==> config.mk <==
export PLATFORM = sky130hd
export DESIGN_NAME = adc_result_window_sleep_ctrl
export DESIGN_NICKNAME = d
export VERILOG_FILES = /design/src/logic/adc_result_window_sleep_ctrl.v
export VERILOG_INCLUDE_DIRS = /design/src /design/src/logic
export SDC_FILE = /design/constraint.sdc
export NUM_CORES = 1
export LEC_CHECK = 0
export ABC_AREA = 1
export BUFFER_PORTS_ARGS = -buffer_cell sky130_fd_sc_hd__buf_4
export CAP_MARGIN = 20
export CORE_MARGIN = 3
export CORE_UTILIZATION = 50
export DETAILED_ROUTE_END_ITERATION = 8
export PLACE_DENSITY = 0.7
export SYNTH_ARGS = -nofsm -noshare
export SYNTH_HDL_FRONTEND = slang
export SYNTH_SLANG_ARGS = --single-unit
==> constraint.sdc <==
create_clock -name i_clk -period 4.25 [get_ports i_clk]
set_input_delay 0 -clock i_clk [delete_from_list [all_inputs] [get_ports i_clk]]
set_output_delay 0 -clock i_clk [all_outputs]
set_load 0.1 [all_outputs]
==> src/logic/adc_ctrl_regs.vh <==
// Register offsets, field positions and reset values of the converter control
// block. Definitions only; included by the control module.
`ifndef ADC_CTRL_REGS_VH
`define ADC_CTRL_REGS_VH

`define OFS_CTRLA      8'h00
`define OFS_CTRLB      8'h04
`define OFS_CTRLC      8'h08
`define OFS_CTRLD      8'h0c
`define OFS_CTRLE      8'h10
`define OFS_SAMPCTRL   8'h14
`define OFS_POSITIVE_INPUT_SELECT     8'h18
`define OFS_COMMAND    8'h20
`define OFS_EVCTRL     8'h24
`define OFS_INTEN      8'h28
`define OFS_INTERRUPT_FLAG_REGISTER   8'h2c
`define OFS_CALIB      8'h30
`define OFS_RESULT     8'h40
`define OFS_WINLOW     8'h48
`define OFS_WINHIGH    8'h50

`define CTRLA_ENABLE   0
`define CTRLA_FREERUN  1
`define CTRLA_RESSEL   2
`define CTRLA_RUNSTBY  7
`define CTRLC_PRESC_LO 0
`define CTRLC_REF_LO   4
`define CTRLC_CAP      6
`define CTRLD_DLY_LO   5
`define FLAG_RESULT_READY_FLAG    0
`define FLAG_WINDOW    1

`define REFERENCE_SELECT_INTERNAL 2'h0
`define MUX_TEMPSENSE   5'h1e
`define CONV_CYCLES     5'h0d
`define SH_CYCLE        5'h02
`define FULL_SCALE      11'h3ff

`define WIN_NONE    3'h0
`define WIN_BELOW   3'h1
`define WIN_ABOVE   3'h2
`define WIN_INSIDE  3'h3
`define WIN_OUTSIDE 3'h4

`define RESP_OKAY   2'h0
`define RESP_SLVERR 2'h2
`define RESET_VALUE 8'h00

`endif

==> src/logic/adc_result_window_sleep_ctrl.v <==
// Converter control: registers on AXI4-Lite, conversion sequencing, result
// accumulation, window compare, result-ready event and sleep behaviour.
// Assumes an analog core that gives a 10-bit code each conversion on
// i_sample_code when told to sample; all inputs synchronous to i_clk.
//
// Our own choices: the AXI4-Lite register port and the address map.
`timescale 1ns/100ps
`include "adc_ctrl_regs.vh"

// Overview of operation
// - Result equals 1023 times vin over vref
// - Temperature channel selection powers the sensor
// - Calibration gain and offset bytes readable
// - Window below, above, inside, outside conditions
// - Compare only while mode code nonzero
// - Compare once after last accumulated sample
// - Touch controller owns converter when enabled
// - Event starts conversion when enabled
// - One-cycle result-ready event on every result
// - Interrupt while flag and enable set
// - Standby stops converter unless run-in-standby
// - Standby starts by event or free-run
// - Event edge sets start bit, completion clears it except in free-run
// - Initial delay holds off first conversion
// - Power-down freezes conversion, result invalid
// - Start bit reads one while converting
// - Flag clears on result read or write-one
module adc_result_window_sleep_ctrl #(
    parameter [7:0] TEMP_GAIN_CAL   = 8'h80, // Arbitrary default
    parameter [7:0] TEMP_OFFSET_CAL = 8'h00  // Arbitrary default
) (
    input  wire        i_clk,
    input  wire        i_srst,
    input  wire [7:0]  i_awaddr,
    input  wire        i_awvalid,
    output wire        o_awready,
    input  wire [31:0] i_wdata,
    input  wire [3:0]  i_wstrb,
    input  wire        i_wvalid,
    output wire        o_wready,
    output reg  [1:0]  o_bresp,
    output reg         o_bvalid,
    input  wire        i_bready,
    input  wire [7:0]  i_araddr,
    input  wire        i_arvalid,
    output wire        o_arready,
    output reg  [31:0] o_rdata,
    output reg  [1:0]  o_rresp,
    output reg         o_rvalid,
    input  wire        i_rready,
    input  wire        i_event_trigger,
    input  wire        i_touch_controller_enable,
    input  wire        i_standby_sleep,
    input  wire        i_powerdown_sleep,
    input  wire [9:0]  i_sample_code,
    output reg         o_sample_strobe,
    output wire [4:0]  o_positive_input_select,
    output wire [1:0]  o_reference_select,
    output wire        o_reduced_sample_capacitance,
    output wire        o_temp_sensor_enable,
    output wire        o_result_ready_event,
    output wire        o_irq,
    output wire        o_clock_request
);

    localparam [3:0] S_IDLE = 4'h1;
    localparam [3:0] S_DLY  = 4'h2;
    localparam [3:0] S_CONV = 4'h4;
    localparam [3:0] S_DONE = 4'h8;

    reg  [7:0]  ctrla;
    reg  [2:0]  sample_number;
    reg  [7:0]  ctrlc;
    reg  [7:0]  ctrld;
    reg  [2:0]  window_mode_code;
    reg  [4:0]  sample_length;
    reg  [4:0]  positive_input_select;
    reg         start_conversion;
    reg         start_on_event_enable;
    reg  [1:0]  interrupt_enable_register;
    reg         result_ready_flag;
    reg         window_compare_flag;
    reg  [15:0] conversion_result;
    reg  [15:0] window_low_threshold;
    reg  [15:0] window_high_threshold;
    reg  [15:0] accum;
    reg  [6:0]  acc_count;
    reg  [3:0]  state;
    reg  [7:0]  div_cnt;
    reg  [9:0]  step_cnt;
    reg         first_done;
    reg         event_prev;
    reg         ready_pulse;
    reg  [7:0]  aw_addr;
    reg         aw_held;
    reg  [31:0] w_data;
    reg  [3:0]  w_strb;
    reg         w_held;

    // Converter accessible only to software when touch controller is off
    wire enabled   = ctrla[`CTRLA_ENABLE] & ~i_touch_controller_enable;
    wire sleep_off = i_standby_sleep & ~ctrla[`CTRLA_RUNSTBY];
    wire active    = enabled & ~sleep_off;
    wire frozen    = i_powerdown_sleep;
    wire [7:0] presc_factor =
        8'h02 << ctrlc[`CTRLC_PRESC_LO +: 3];
    wire adc_tick  = (div_cnt == presc_factor - 8'h01) & ~frozen;
    wire event_rise = i_event_trigger & ~event_prev;
    wire [6:0] acc_target = 7'h01 << sample_number;
    wire [2:0] init_dly = ctrld[`CTRLD_DLY_LO +: 3];
    wire [9:0] dly_cycles = (init_dly == 3'h0) ? 10'h000 :
                            (10'h008 << (init_dly - 3'h1));
    wire [3:0] samp_dly = ctrld[3:0];
    wire [7:0] conv_len = {3'h0, `CONV_CYCLES} + {3'h0, samp_dly[3:0] ,1'b0}
                          - {4'h0, samp_dly[3:0]} + {3'h0, sample_length};
    wire [9:0] code = ctrla[`CTRLA_RESSEL] ? {2'h0, i_sample_code[9:2]}
                                           : i_sample_code;
    wire [15:0] acc_next = accum + {6'h0, code};
    wire write_go = aw_held & w_held & ~o_bvalid;
    wire read_go  = i_arvalid & ~o_rvalid;

    // Unsigned strict compares for every window condition
    function window_hit;
        input [2:0]  mode;
        input [15:0] val;
        input [15:0] lo;
        input [15:0] hi;
        begin
            case (mode)
                `WIN_BELOW:   window_hit = val < lo;
                `WIN_ABOVE:   window_hit = val > hi;
                `WIN_INSIDE:  window_hit = (val > lo) & (val < hi);
                `WIN_OUTSIDE: window_hit = (val < lo) | (val > hi);
                default:      window_hit = 1'b0;
            endcase
        end
    endfunction

    function [7:0] wr_byte;
        input [7:0] old;
        begin
            wr_byte = w_strb[0] ? w_data[7:0] : old;
        end
    endfunction

    assign o_awready = ~aw_held;
    assign o_wready  = ~w_held;
    assign o_arready = ~o_rvalid;
    assign o_positive_input_select = positive_input_select;
    assign o_reference_select = ctrlc[`CTRLC_REF_LO +: 2];
    assign o_reduced_sample_capacitance = ctrlc[`CTRLC_CAP];
    assign o_temp_sensor_enable =
        enabled & (positive_input_select == `MUX_TEMPSENSE);
    assign o_result_ready_event = ready_pulse;
    assign o_irq = (result_ready_flag & interrupt_enable_register[0]) |
                   (window_compare_flag & interrupt_enable_register[1]);
    assign o_clock_request = active & (state != S_IDLE);

    wire done_now = (state == S_DONE);
    wire res_read = read_go & (i_araddr == `OFS_RESULT);

    always @(posedge i_clk) begin
        if (i_srst) begin
            ctrla <= `RESET_VALUE;
            sample_number <= 3'h0;
            ctrlc <= `RESET_VALUE;
            ctrld <= `RESET_VALUE;
            window_mode_code <= `WIN_NONE;
            sample_length <= 5'h00;
            positive_input_select <= 5'h00;
            start_on_event_enable <= 1'b0;
            interrupt_enable_register <= 2'h0;
            window_low_threshold <= 16'h0000;
            window_high_threshold <= 16'h0000;
            aw_held <= 1'b0;
            w_held <= 1'b0;
            aw_addr <= 8'h00;
            w_data <= 32'h0000_0000;
            w_strb <= 4'h0;
            o_bvalid <= 1'b0;
            o_bresp <= `RESP_OKAY;
            o_rvalid <= 1'b0;
            o_rresp <= `RESP_OKAY;
            o_rdata <= 32'h0000_0000;
        end else begin
            if (i_awvalid & ~aw_held) begin
                aw_held <= 1'b1;
                aw_addr <= i_awaddr;
            end
            if (i_wvalid & ~w_held) begin
                w_held <= 1'b1;
                w_data <= i_wdata;
                w_strb <= i_wstrb;
            end
            if (o_bvalid & i_bready)
                o_bvalid <= 1'b0;
            if (write_go) begin
                aw_held <= 1'b0;
                w_held <= 1'b0;
                o_bvalid <= 1'b1;
                o_bresp <= `RESP_OKAY;
                case (aw_addr)
                    `OFS_CTRLA:    ctrla <= wr_byte(ctrla) & 8'h87;
                    `OFS_CTRLB:    if (w_strb[0])
                                       sample_number <= w_data[2:0];
                    `OFS_CTRLC:    ctrlc <= wr_byte(ctrlc) & 8'h77;
                    `OFS_CTRLD:    ctrld <= wr_byte(ctrld) & 8'hef;
                    `OFS_CTRLE:    if (w_strb[0])
                                       window_mode_code <= w_data[2:0];
                    `OFS_SAMPCTRL: if (w_strb[0])
                                       sample_length <= w_data[4:0];
                    `OFS_POSITIVE_INPUT_SELECT:   if (w_strb[0])
                                       positive_input_select <= w_data[4:0];
                    `OFS_EVCTRL:   if (w_strb[0])
                                       start_on_event_enable <= w_data[0];
                    `OFS_INTEN:    if (w_strb[0])
                                       interrupt_enable_register <=
                                           w_data[1:0];
                    `OFS_WINLOW: begin
                        if (w_strb[0]) window_low_threshold[7:0] <=
                                           w_data[7:0];
                        if (w_strb[1]) window_low_threshold[15:8] <=
                                           w_data[15:8];
                    end
                    `OFS_WINHIGH: begin
                        if (w_strb[0]) window_high_threshold[7:0] <=
                                           w_data[7:0];
                        if (w_strb[1]) window_high_threshold[15:8] <=
                                           w_data[15:8];
                    end
                    `OFS_COMMAND, `OFS_INTERRUPT_FLAG_REGISTER: ;
                    default: o_bresp <= `RESP_SLVERR;
                endcase
            end
            if (o_rvalid & i_rready)
                o_rvalid <= 1'b0;
            if (read_go) begin
                o_rvalid <= 1'b1;
                o_rresp <= `RESP_OKAY;
                o_rdata <= 32'h0000_0000;
                case (i_araddr)
                    `OFS_CTRLA:    o_rdata[7:0] <= ctrla;
                    `OFS_CTRLB:    o_rdata[2:0] <= sample_number;
                    `OFS_CTRLC:    o_rdata[7:0] <= ctrlc;
                    `OFS_CTRLD:    o_rdata[7:0] <= ctrld;
                    `OFS_CTRLE:    o_rdata[2:0] <= window_mode_code;
                    `OFS_SAMPCTRL: o_rdata[4:0] <= sample_length;
                    `OFS_POSITIVE_INPUT_SELECT:   o_rdata[4:0] <= positive_input_select;
                    `OFS_COMMAND:  o_rdata[0] <= start_conversion;
                    `OFS_EVCTRL:   o_rdata[0] <= start_on_event_enable;
                    `OFS_INTEN:    o_rdata[1:0] <= interrupt_enable_register;
                    `OFS_INTERRUPT_FLAG_REGISTER: o_rdata[1:0] <=
                                       {window_compare_flag,
                                        result_ready_flag};
                    `OFS_CALIB:    o_rdata[15:0] <=
                                       {TEMP_OFFSET_CAL, TEMP_GAIN_CAL};
                    `OFS_RESULT:   o_rdata[15:0] <= conversion_result;
                    `OFS_WINLOW:   o_rdata[15:0] <= window_low_threshold;
                    `OFS_WINHIGH:  o_rdata[15:0] <= window_high_threshold;
                    default:       o_rresp <= `RESP_SLVERR;
                endcase
            end
        end
    end

    wire sw_start = write_go & (aw_addr == `OFS_COMMAND) & w_strb[0] &
                    w_data[0];
    wire flag_wr  = write_go & (aw_addr == `OFS_INTERRUPT_FLAG_REGISTER) & w_strb[0];
    wire win_hit  = done_now & (window_mode_code != `WIN_NONE) &
                    window_hit(window_mode_code, acc_next,
                               window_low_threshold,
                               window_high_threshold);
    // Standby allows only event or an already running free-run start
    wire ev_start = start_on_event_enable & event_rise;
    wire any_start = ev_start | (sw_start & ~i_standby_sleep);

    always @(posedge i_clk) begin
        if (i_srst) begin
            state <= S_IDLE;
            start_conversion <= 1'b0;
            div_cnt <= 8'h00;
            step_cnt <= 10'h000;
            accum <= 16'h0000;
            acc_count <= 7'h00;
            conversion_result <= 16'h0000;
            result_ready_flag <= 1'b0;
            window_compare_flag <= 1'b0;
            first_done <= 1'b0;
            event_prev <= 1'b0;
            ready_pulse <= 1'b0;
            o_sample_strobe <= 1'b0;
        end else begin
            event_prev <= i_event_trigger;
            ready_pulse <= 1'b0;
            o_sample_strobe <= 1'b0;
            // Set wins over clear so a completing result is never lost
            if (flag_wr & w_data[`FLAG_RESULT_READY_FLAG] | res_read)
                result_ready_flag <= 1'b0;
            if (flag_wr & w_data[`FLAG_WINDOW])
                window_compare_flag <= 1'b0;
            if (state == S_IDLE || ~active)
                div_cnt <= 8'h00;
            else if (~frozen)
                div_cnt <= adc_tick ? 8'h00 : div_cnt + 8'h01;
            if (~active) begin
                state <= S_IDLE;
                start_conversion <= 1'b0;
                first_done <= 1'b0;
            end else begin
                case (state)
                    S_IDLE: if (any_start & ~frozen) begin
                        start_conversion <= 1'b1;
                        acc_count <= 7'h00;
                        accum <= 16'h0000;
                        step_cnt <= 10'h000;
                        state <= (first_done | dly_cycles == 10'h000) ?
                                 S_CONV : S_DLY;
                    end
                    S_DLY: if (adc_tick) begin
                        step_cnt <= step_cnt + 10'h001;
                        if (step_cnt == dly_cycles - 10'h001) begin
                            step_cnt <= 10'h000;
                            state <= S_CONV;
                        end
                    end
                    S_CONV: if (adc_tick) begin
                        step_cnt <= step_cnt + 10'h001;
                        if (step_cnt == {5'h00, `SH_CYCLE})
                            o_sample_strobe <= 1'b1;
                        if (step_cnt == {2'h0, conv_len} - 10'h001) begin
                            step_cnt <= 10'h000;
                            if (acc_count == acc_target - 7'h01)
                                state <= S_DONE;
                            else begin
                                accum <= acc_next;
                                acc_count <= acc_count + 7'h01;
                            end
                        end
                    end
                    S_DONE: begin
                        conversion_result <= acc_next;
                        result_ready_flag <= 1'b1;
                        ready_pulse <= 1'b1;
                        first_done <= 1'b1;
                        accum <= 16'h0000;
                        acc_count <= 7'h00;
                        if (ctrla[`CTRLA_FREERUN]) begin
                            state <= S_CONV;
                        end else begin
                            state <= S_IDLE;
                            start_conversion <= 1'b0;
                        end
                    end
                    default: state <= S_IDLE;
                endcase
            end
            if (win_hit)
                window_compare_flag <= 1'b1;
        end
    end

endmodule

# == Word level (Yosys, flattened, before mapping) ==
# Cells that the tools add are included.
# W data, S select, Z words.
# totals
register_bits,186
inputBits,73
# classes
bitwise_logic,48
muxes,51
shift,3
eq_ne,49
order_cmp,4
addsub,12
reduce_logical,36
# op_table
cell,count
$eq A8 B6 Y1 const B,9
$mux W10,7
$mux W16,4
$eq A8 B5 Y1 const B,6
$pmux W16 S3,1
$reduce_and A3 Y1,14
$eq A8 B7 Y1 const B,5
$eq A8 B4 Y1 const B,4
$gt A16 B16 Y1,2
$lt A16 B16 Y1,2
$and A1 B1 Y1,30
$pmux W10 S3,1
$mux W7,4
$mux W4,6
$pmux W8 S3,1
$pmux W3 S7,1
$pmux W7 S3,1
$eq A10 B10 Y1,2
$add A16 B10 Y16,1
$eq A8 B3 Y1 const B,2
$logic_not A8 Y1,2
$pmux W4 S4,1
$reduce_or A15 Y1,1
$ne A2 B2 Y1 const B,7
other kinds (50),89

# == Logic depth before layout (Yosys ltp) ==
# logic_depth
word_depth,10
depth_mapped,32
mapped_depth_nobuf,30

# == Worst setup path after synthesis ==
# Ideal clock, no wire load.
# synth_path
path_kind,register -> register
from,register ctrla[2]
to,register window_compare_flag
path_buffers,2
period_less_slack_ns,3.711
setup_slack_ns,0.539
t_arrival_ns,3.579
required_time_ns,4.118
path_stages_with_launch,33
setup_ns,0.132
cell_sequence,dfxtp_1 -> clkbuf_1 -> inv_1 -> clkbuf_1 -> nand2_1 -> nand2_1 -> ha_1 -> fa_1 -> nand3_1 -> nand2_1 -> nand2_1 -> o21ai_0 -> a21oi_1 -> o21ai_0 -> nand2_1 -> nand2_1 -> nand3_1 -> nand2_1 -> nand2_1 -> inv_1 -> ha_1 -> nand4_1 -> inv_1 -> nand2_1 -> o211ai_1 -> inv_1 -> nand2_1 -> nand2_1 -> nand2_1 -> nand2_1 -> o21ai_0 -> o21ai_0 -> a21oi_1
# synth_between
elab_chain_cells,7
# synth_rtl
element,line_no,text
start: declaration,adc_result_window_sleep_ctrl.v:71,reg [7:0] ctrla;
start signal: assignment,adc_result_window_sleep_ctrl.v:164,ctrla <= `RESET_VALUE;
start signal: assignment,adc_result_window_sleep_ctrl.v:203,`OFS_CTRLA: ctrla <= wr_byte(ctrla) & 8'h87;
$mux W10 (*),adc_result_window_sleep_ctrl.v:116,"wire [9:0] code = ctrla[`CTRLA_RESSEL] ? {2'h0, i_sample_code[9:2]}"
$add A16 B10 Y16 (*),adc_result_window_sleep_ctrl.v:118,"wire [15:0] acc_next = accum + {6'h0, code};"
net acc_next[12],adc_result_window_sleep_ctrl.v:118,
"$lt A16 B16 Y1, or another cell as far along","adc_result_window_sleep_ctrl.v:130, adc_result_window_sleep_ctrl.v:133",
$or A1 B1 Y1 / $and A1 B1 Y1 (equally long branches),"adc_result_window_sleep_ctrl.v:133, adc_result_window_sleep_ctrl.v:132",
$pmux W1 S4 (*),adc_result_window_sleep_ctrl.v:129,case (mode)
$and A1 B1 Y1 (*),adc_result_window_sleep_ctrl.v:269,wire win_hit = done_now & (window_mode_code != `WIN_NONE) &
$mux W1 / $reduce_bool A2 Y1 (equally long branches),--,
end signal: assignment,adc_result_window_sleep_ctrl.v:287,window_compare_flag <= 1'b0;
end signal: assignment,adc_result_window_sleep_ctrl.v:300,window_compare_flag <= 1'b0;
end signal: assignment,adc_result_window_sleep_ctrl.v:358,window_compare_flag <= 1'b1;
end: declaration,adc_result_window_sleep_ctrl.v:82,reg window_compare_flag;
# The timed path passes the listed nets; every way through them passes the cells marked *.
# A chain may end at the register's enable or synchronous reset.

# == Worst setup path in the final report ==
# Same ends and word-level chain as after synthesis.

==> results.sh <==
export IMPL_outcome="finished clean"
export IMPL_dr_pass1_iters=5
export IMPL_dp_hpwl_um=22800
export IMPL_synth_xor_xnor_area_share_pct=3.36
export IMPL_layout_nets=1829
export IMPL_syn_to_final_growth_pct=16.6
export IMPL_synth_edf_count=0
export IMPL_crit_buf_inv=4
export IMPL_cts_buffer_depth=2
export IMPL_synth_compound_area_share_pct=18.7
export IMPL_clkSinkCount=184
export IMPL_design_area_mm2=0.0128
export IMPL_setup_violations_final=0
export IMPL_hold_viol=0
export IMPL_grt_use_met2_pct=45.1
export IMPL_min_period_ps=3850
export IMPL_critPathMaxStageDelay_ps=370
export IMPL_met1_usage_pct=32.6
export IMPL_synth_top_area_share_pct=33.6
export IMPL_end_kind="flop"
export IMPL_cp_cell_sequence="clkinvlp_4 > buf_12 > nand2_1 > o21ai_0 > ha_1 > inv_1 > nor3_1 > nand3_1 > o2111ai_1 > nand3_1 > o21a_1 > nor2_1 > xor2_1 > buf_4 > ha_1 > a21oi_1 > nor2_1 > nor4_1 > nand2_1 > nand3_1 > o21ai_0 > o21ai_0 > a21oi_1"
export IMPL_p_switching_w=0.00116
export IMPL_power_share_clock_pct=43.4
export IMPL_clkTransAtPathRegs_ps=80
export IMPL_die_y_um=154
export IMPL_p_comb_share_pct=10.6
export IMPL_start_util_pct=51.5
export IMPL_cts_buffers=17
export IMPL_dieArea_mm2=0.0237
export IMPL_first_iter_violations=831
export IMPL_path_delay_family="simple AND/OR/NAND/NOR gates"
export IMPL_worstMarginPinSlew_ps=1060
export IMPL_clk_latency_ps=450
export IMPL_power_density_mw_per_mm2=301
export IMPL_yosys_warnings=0
export IMPL_via_per_inst=5.40
export IMPL_cp_arrival_ps=4170
export IMPL_max_slew_margin_pct=29.2
export IMPL_p_int_w=0.00268
export IMPL_grt_pass1_vias=10100
export IMPL_cts_tree="yes"
export IMPL_vias=10700
export IMPL_max_freq_ghz=0.259
export IMPL_rows=53
export IMPL_grt_ovfl_total=0
export IMPL_htree_levels=4
export IMPL_wl_um=30900
export IMPL_yosysMostFrequentCell="nand2_1"
export IMPL_synthSimpleGateAreaFrac_pct=25.0
export IMPL_synthTopCellsByArea="dfxtp_1 (34%), nand2_1 (9.9%), inv_1 (7.8%), ha_1 (7.1%), a21oi_1 (7.0%)"
export IMPL_grt_max_degree=67
export IMPL_clock_root_buffer="clkbuf_16"
export IMPL_fillers=2016
export IMPL_die_x_um=154
export IMPL_grt_busiest_layer="met2"
export IMPL_met3_usage_pct=3.32
export IMPL_synth_fa_ha_area_share_pct=7.63
export IMPL_irDropWorstVdd_mv=0.258
export IMPL_ant_nets=0
export IMPL_synthArstFlopShare_pct=0
export IMPL_drc_errors=0
export IMPL_drive_gt1_share_pct=10.2
export IMPL_routabilityCongestion=0.957
export IMPL_io_pins=127
export IMPL_grt_pass1_wl_um=50200
export IMPL_postSynthAreaPerCell_um2=6.90
export IMPL_syn_inst=1587
export IMPL_synth_cell_types=52
export IMPL_wl_per_cell_um=15.6
export IMPL_criticalPathCategory="flop to flop"
export IMPL_power_leakage_nw=5.48
export IMPL_antenna_cells=0
export IMPL_dpl_cell_area_mm2=0.0117
export IMPL_portBuffers=90
export IMPL_fin_skew_ps=20.0
export IMPL_slew_violations=0
export IMPL_fin_util_pct=60.0
export IMPL_tns_ps=0
export IMPL_synth_seq_cells=184
export IMPL_synth_top_family_by_area="simple AND/OR/NAND/NOR gates"
export IMPL_min_path_type="primary input to flop"
export IMPL_slowest_stage="dfxtp_1"
export IMPL_synth_area_mux_share_pct=0
export IMPL_placedCellCount=1910
export IMPL_netlist_top_cells_count="nand2_1 (289), inv_1 (228), dfxtp_1 (184), nor2_1 (162), a21oi_1 (154)"
export IMPL_core_mm2=0.0213
export IMPL_cp_required_ps=4560
export IMPL_syn_area_mm2=0.0110
export IMPL_p_seq_share_pct=46.0
export IMPL_switching_share_pct=30.1
export IMPL_finalNonFillerCells=1979
export IMPL_yosysTopAreaCell="dfxtp_1"
export IMPL_seq_area_frac_synth_pct=33.6
export IMPL_fin_crit_sh_pct=90.7
export IMPL_maxCapViolCount=0
export IMPL_hold_slack_ps=21.8
export IMPL_worstSetupStartpointType="flop"
export IMPL_antenna_found_initial=0
export IMPL_crit_path_max_fanout=9
export IMPL_synth_ff_type="dfxtp_1"
export IMPL_track_usage_pct=25.8
## power groups by stage
stage	Clock, W	Sequential [W]	Combinational (W)
after floorplan	0	0.00183	0.000258
after global placement	0	0.00181	0.000374
after detailed placement	0	0.00181	0.000377
after CTS	0.00169	0.00177	0.000402
after global routing	0.00176	0.00177	0.000441
final	0.00167	0.00177	0.000407
## registers in the layout, summed over array words and instances (netlist names), 6 cells and up
signal,cells
ctrlc,6
accum,16
acc_count,7
window_low_threshold,16
o_rdata,16
aw_addr,8
div_cnt,8
w_data,16
conversion_result,16
window_high_threshold,16
ctrld,7
step_cnt,10
## worst paths after layout
kind                         endpoint       start  cells after the start  slack, ps
setup / recovery  window_compare_flag    ctrla[2]                     23        400
hold / removal              accum[10]      i_srst                      2         20
setup reg to reg  window_compare_flag    ctrla[2]                     23        400
hold reg to reg            first_done  first_done                      2        460
## layer usage
metal	share of wire [%]	vias to the layer above
met5	0	-
met4	2.7	0
met3	4.6	51
met2	49	280
met1	43	4943
li1	-	5421
## metrics by stage
stage,setup slack (ps),power (W)
CTS,136,0.00386
finish,396,0.00384
detailed placement,154,0.00218
global route,-7.97,0.00397
global placement,259,0.00218
floorplan,539,0.00209
## placed cells by master (no fill, tap or decap), types with 5 or more instances in the layout
| cell type | count |
|---|---|
| nand3_1 | 91 |
| dfxtp_1 | 184 |
| inv_1 | 227 |
| o22ai_1 | 17 |
| nand4_1 | 20 |
| nand2_1 | 289 |
| nor3_1 | 33 |
| clkinv_8 | 7 |
| o211ai_1 | 11 |
| a21oi_1 | 153 |
| xor2_1 | 29 |
| ha_1 | 61 |
| clkbuf_16 | 17 |
| nor2_1 | 162 |
| nand2_2 | 6 |
| o221ai_1 | 13 |
| dlygate4sd3_1 | 33 |
| xnor2_1 | 11 |
| conb_1 | 18 |
| a221oi_1 | 5 |
| nand3b_1 | 5 |
| a211oi_1 | 27 |
| o21ai_0 | 108 |
| buf_4 | 105 |
## layout make-up
class | count | area, um2 | area share (%)
timing repair buffer | 139 | 1140 | 8.91
clock inverter | 15 | 209 | 1.64
inverter | 233 | 878 | 6.87
sequential | 184 | 3680 | 28.8
tap | 275 | 344 | 2.69
clock buffer | 17 | 425 | 3.33
multi-input combinational | 1116 | 6100 | 47.7
## cells by family after synthesis
family | count (synthesis)
DFF | 184
buffers and inverters | 304
adders and majority gates | 65
xor gates and xnor gates | 42
and+or+nand+nor | 632
AOI/OAI and AO/OA | 359
other | 1
## timing repair
| action | CTS | global route |
|---|---|---|
| hold endpoints to repair | 34 | 0 |
| hold buffers | 33 | 0 |
| setup buffers | 0 | 4 |
| gates resized for setup | 0 | 8 |
| setup endpoints to repair | 0 | 1 |
Note: power is estimated with default switching activity, not from simulation.
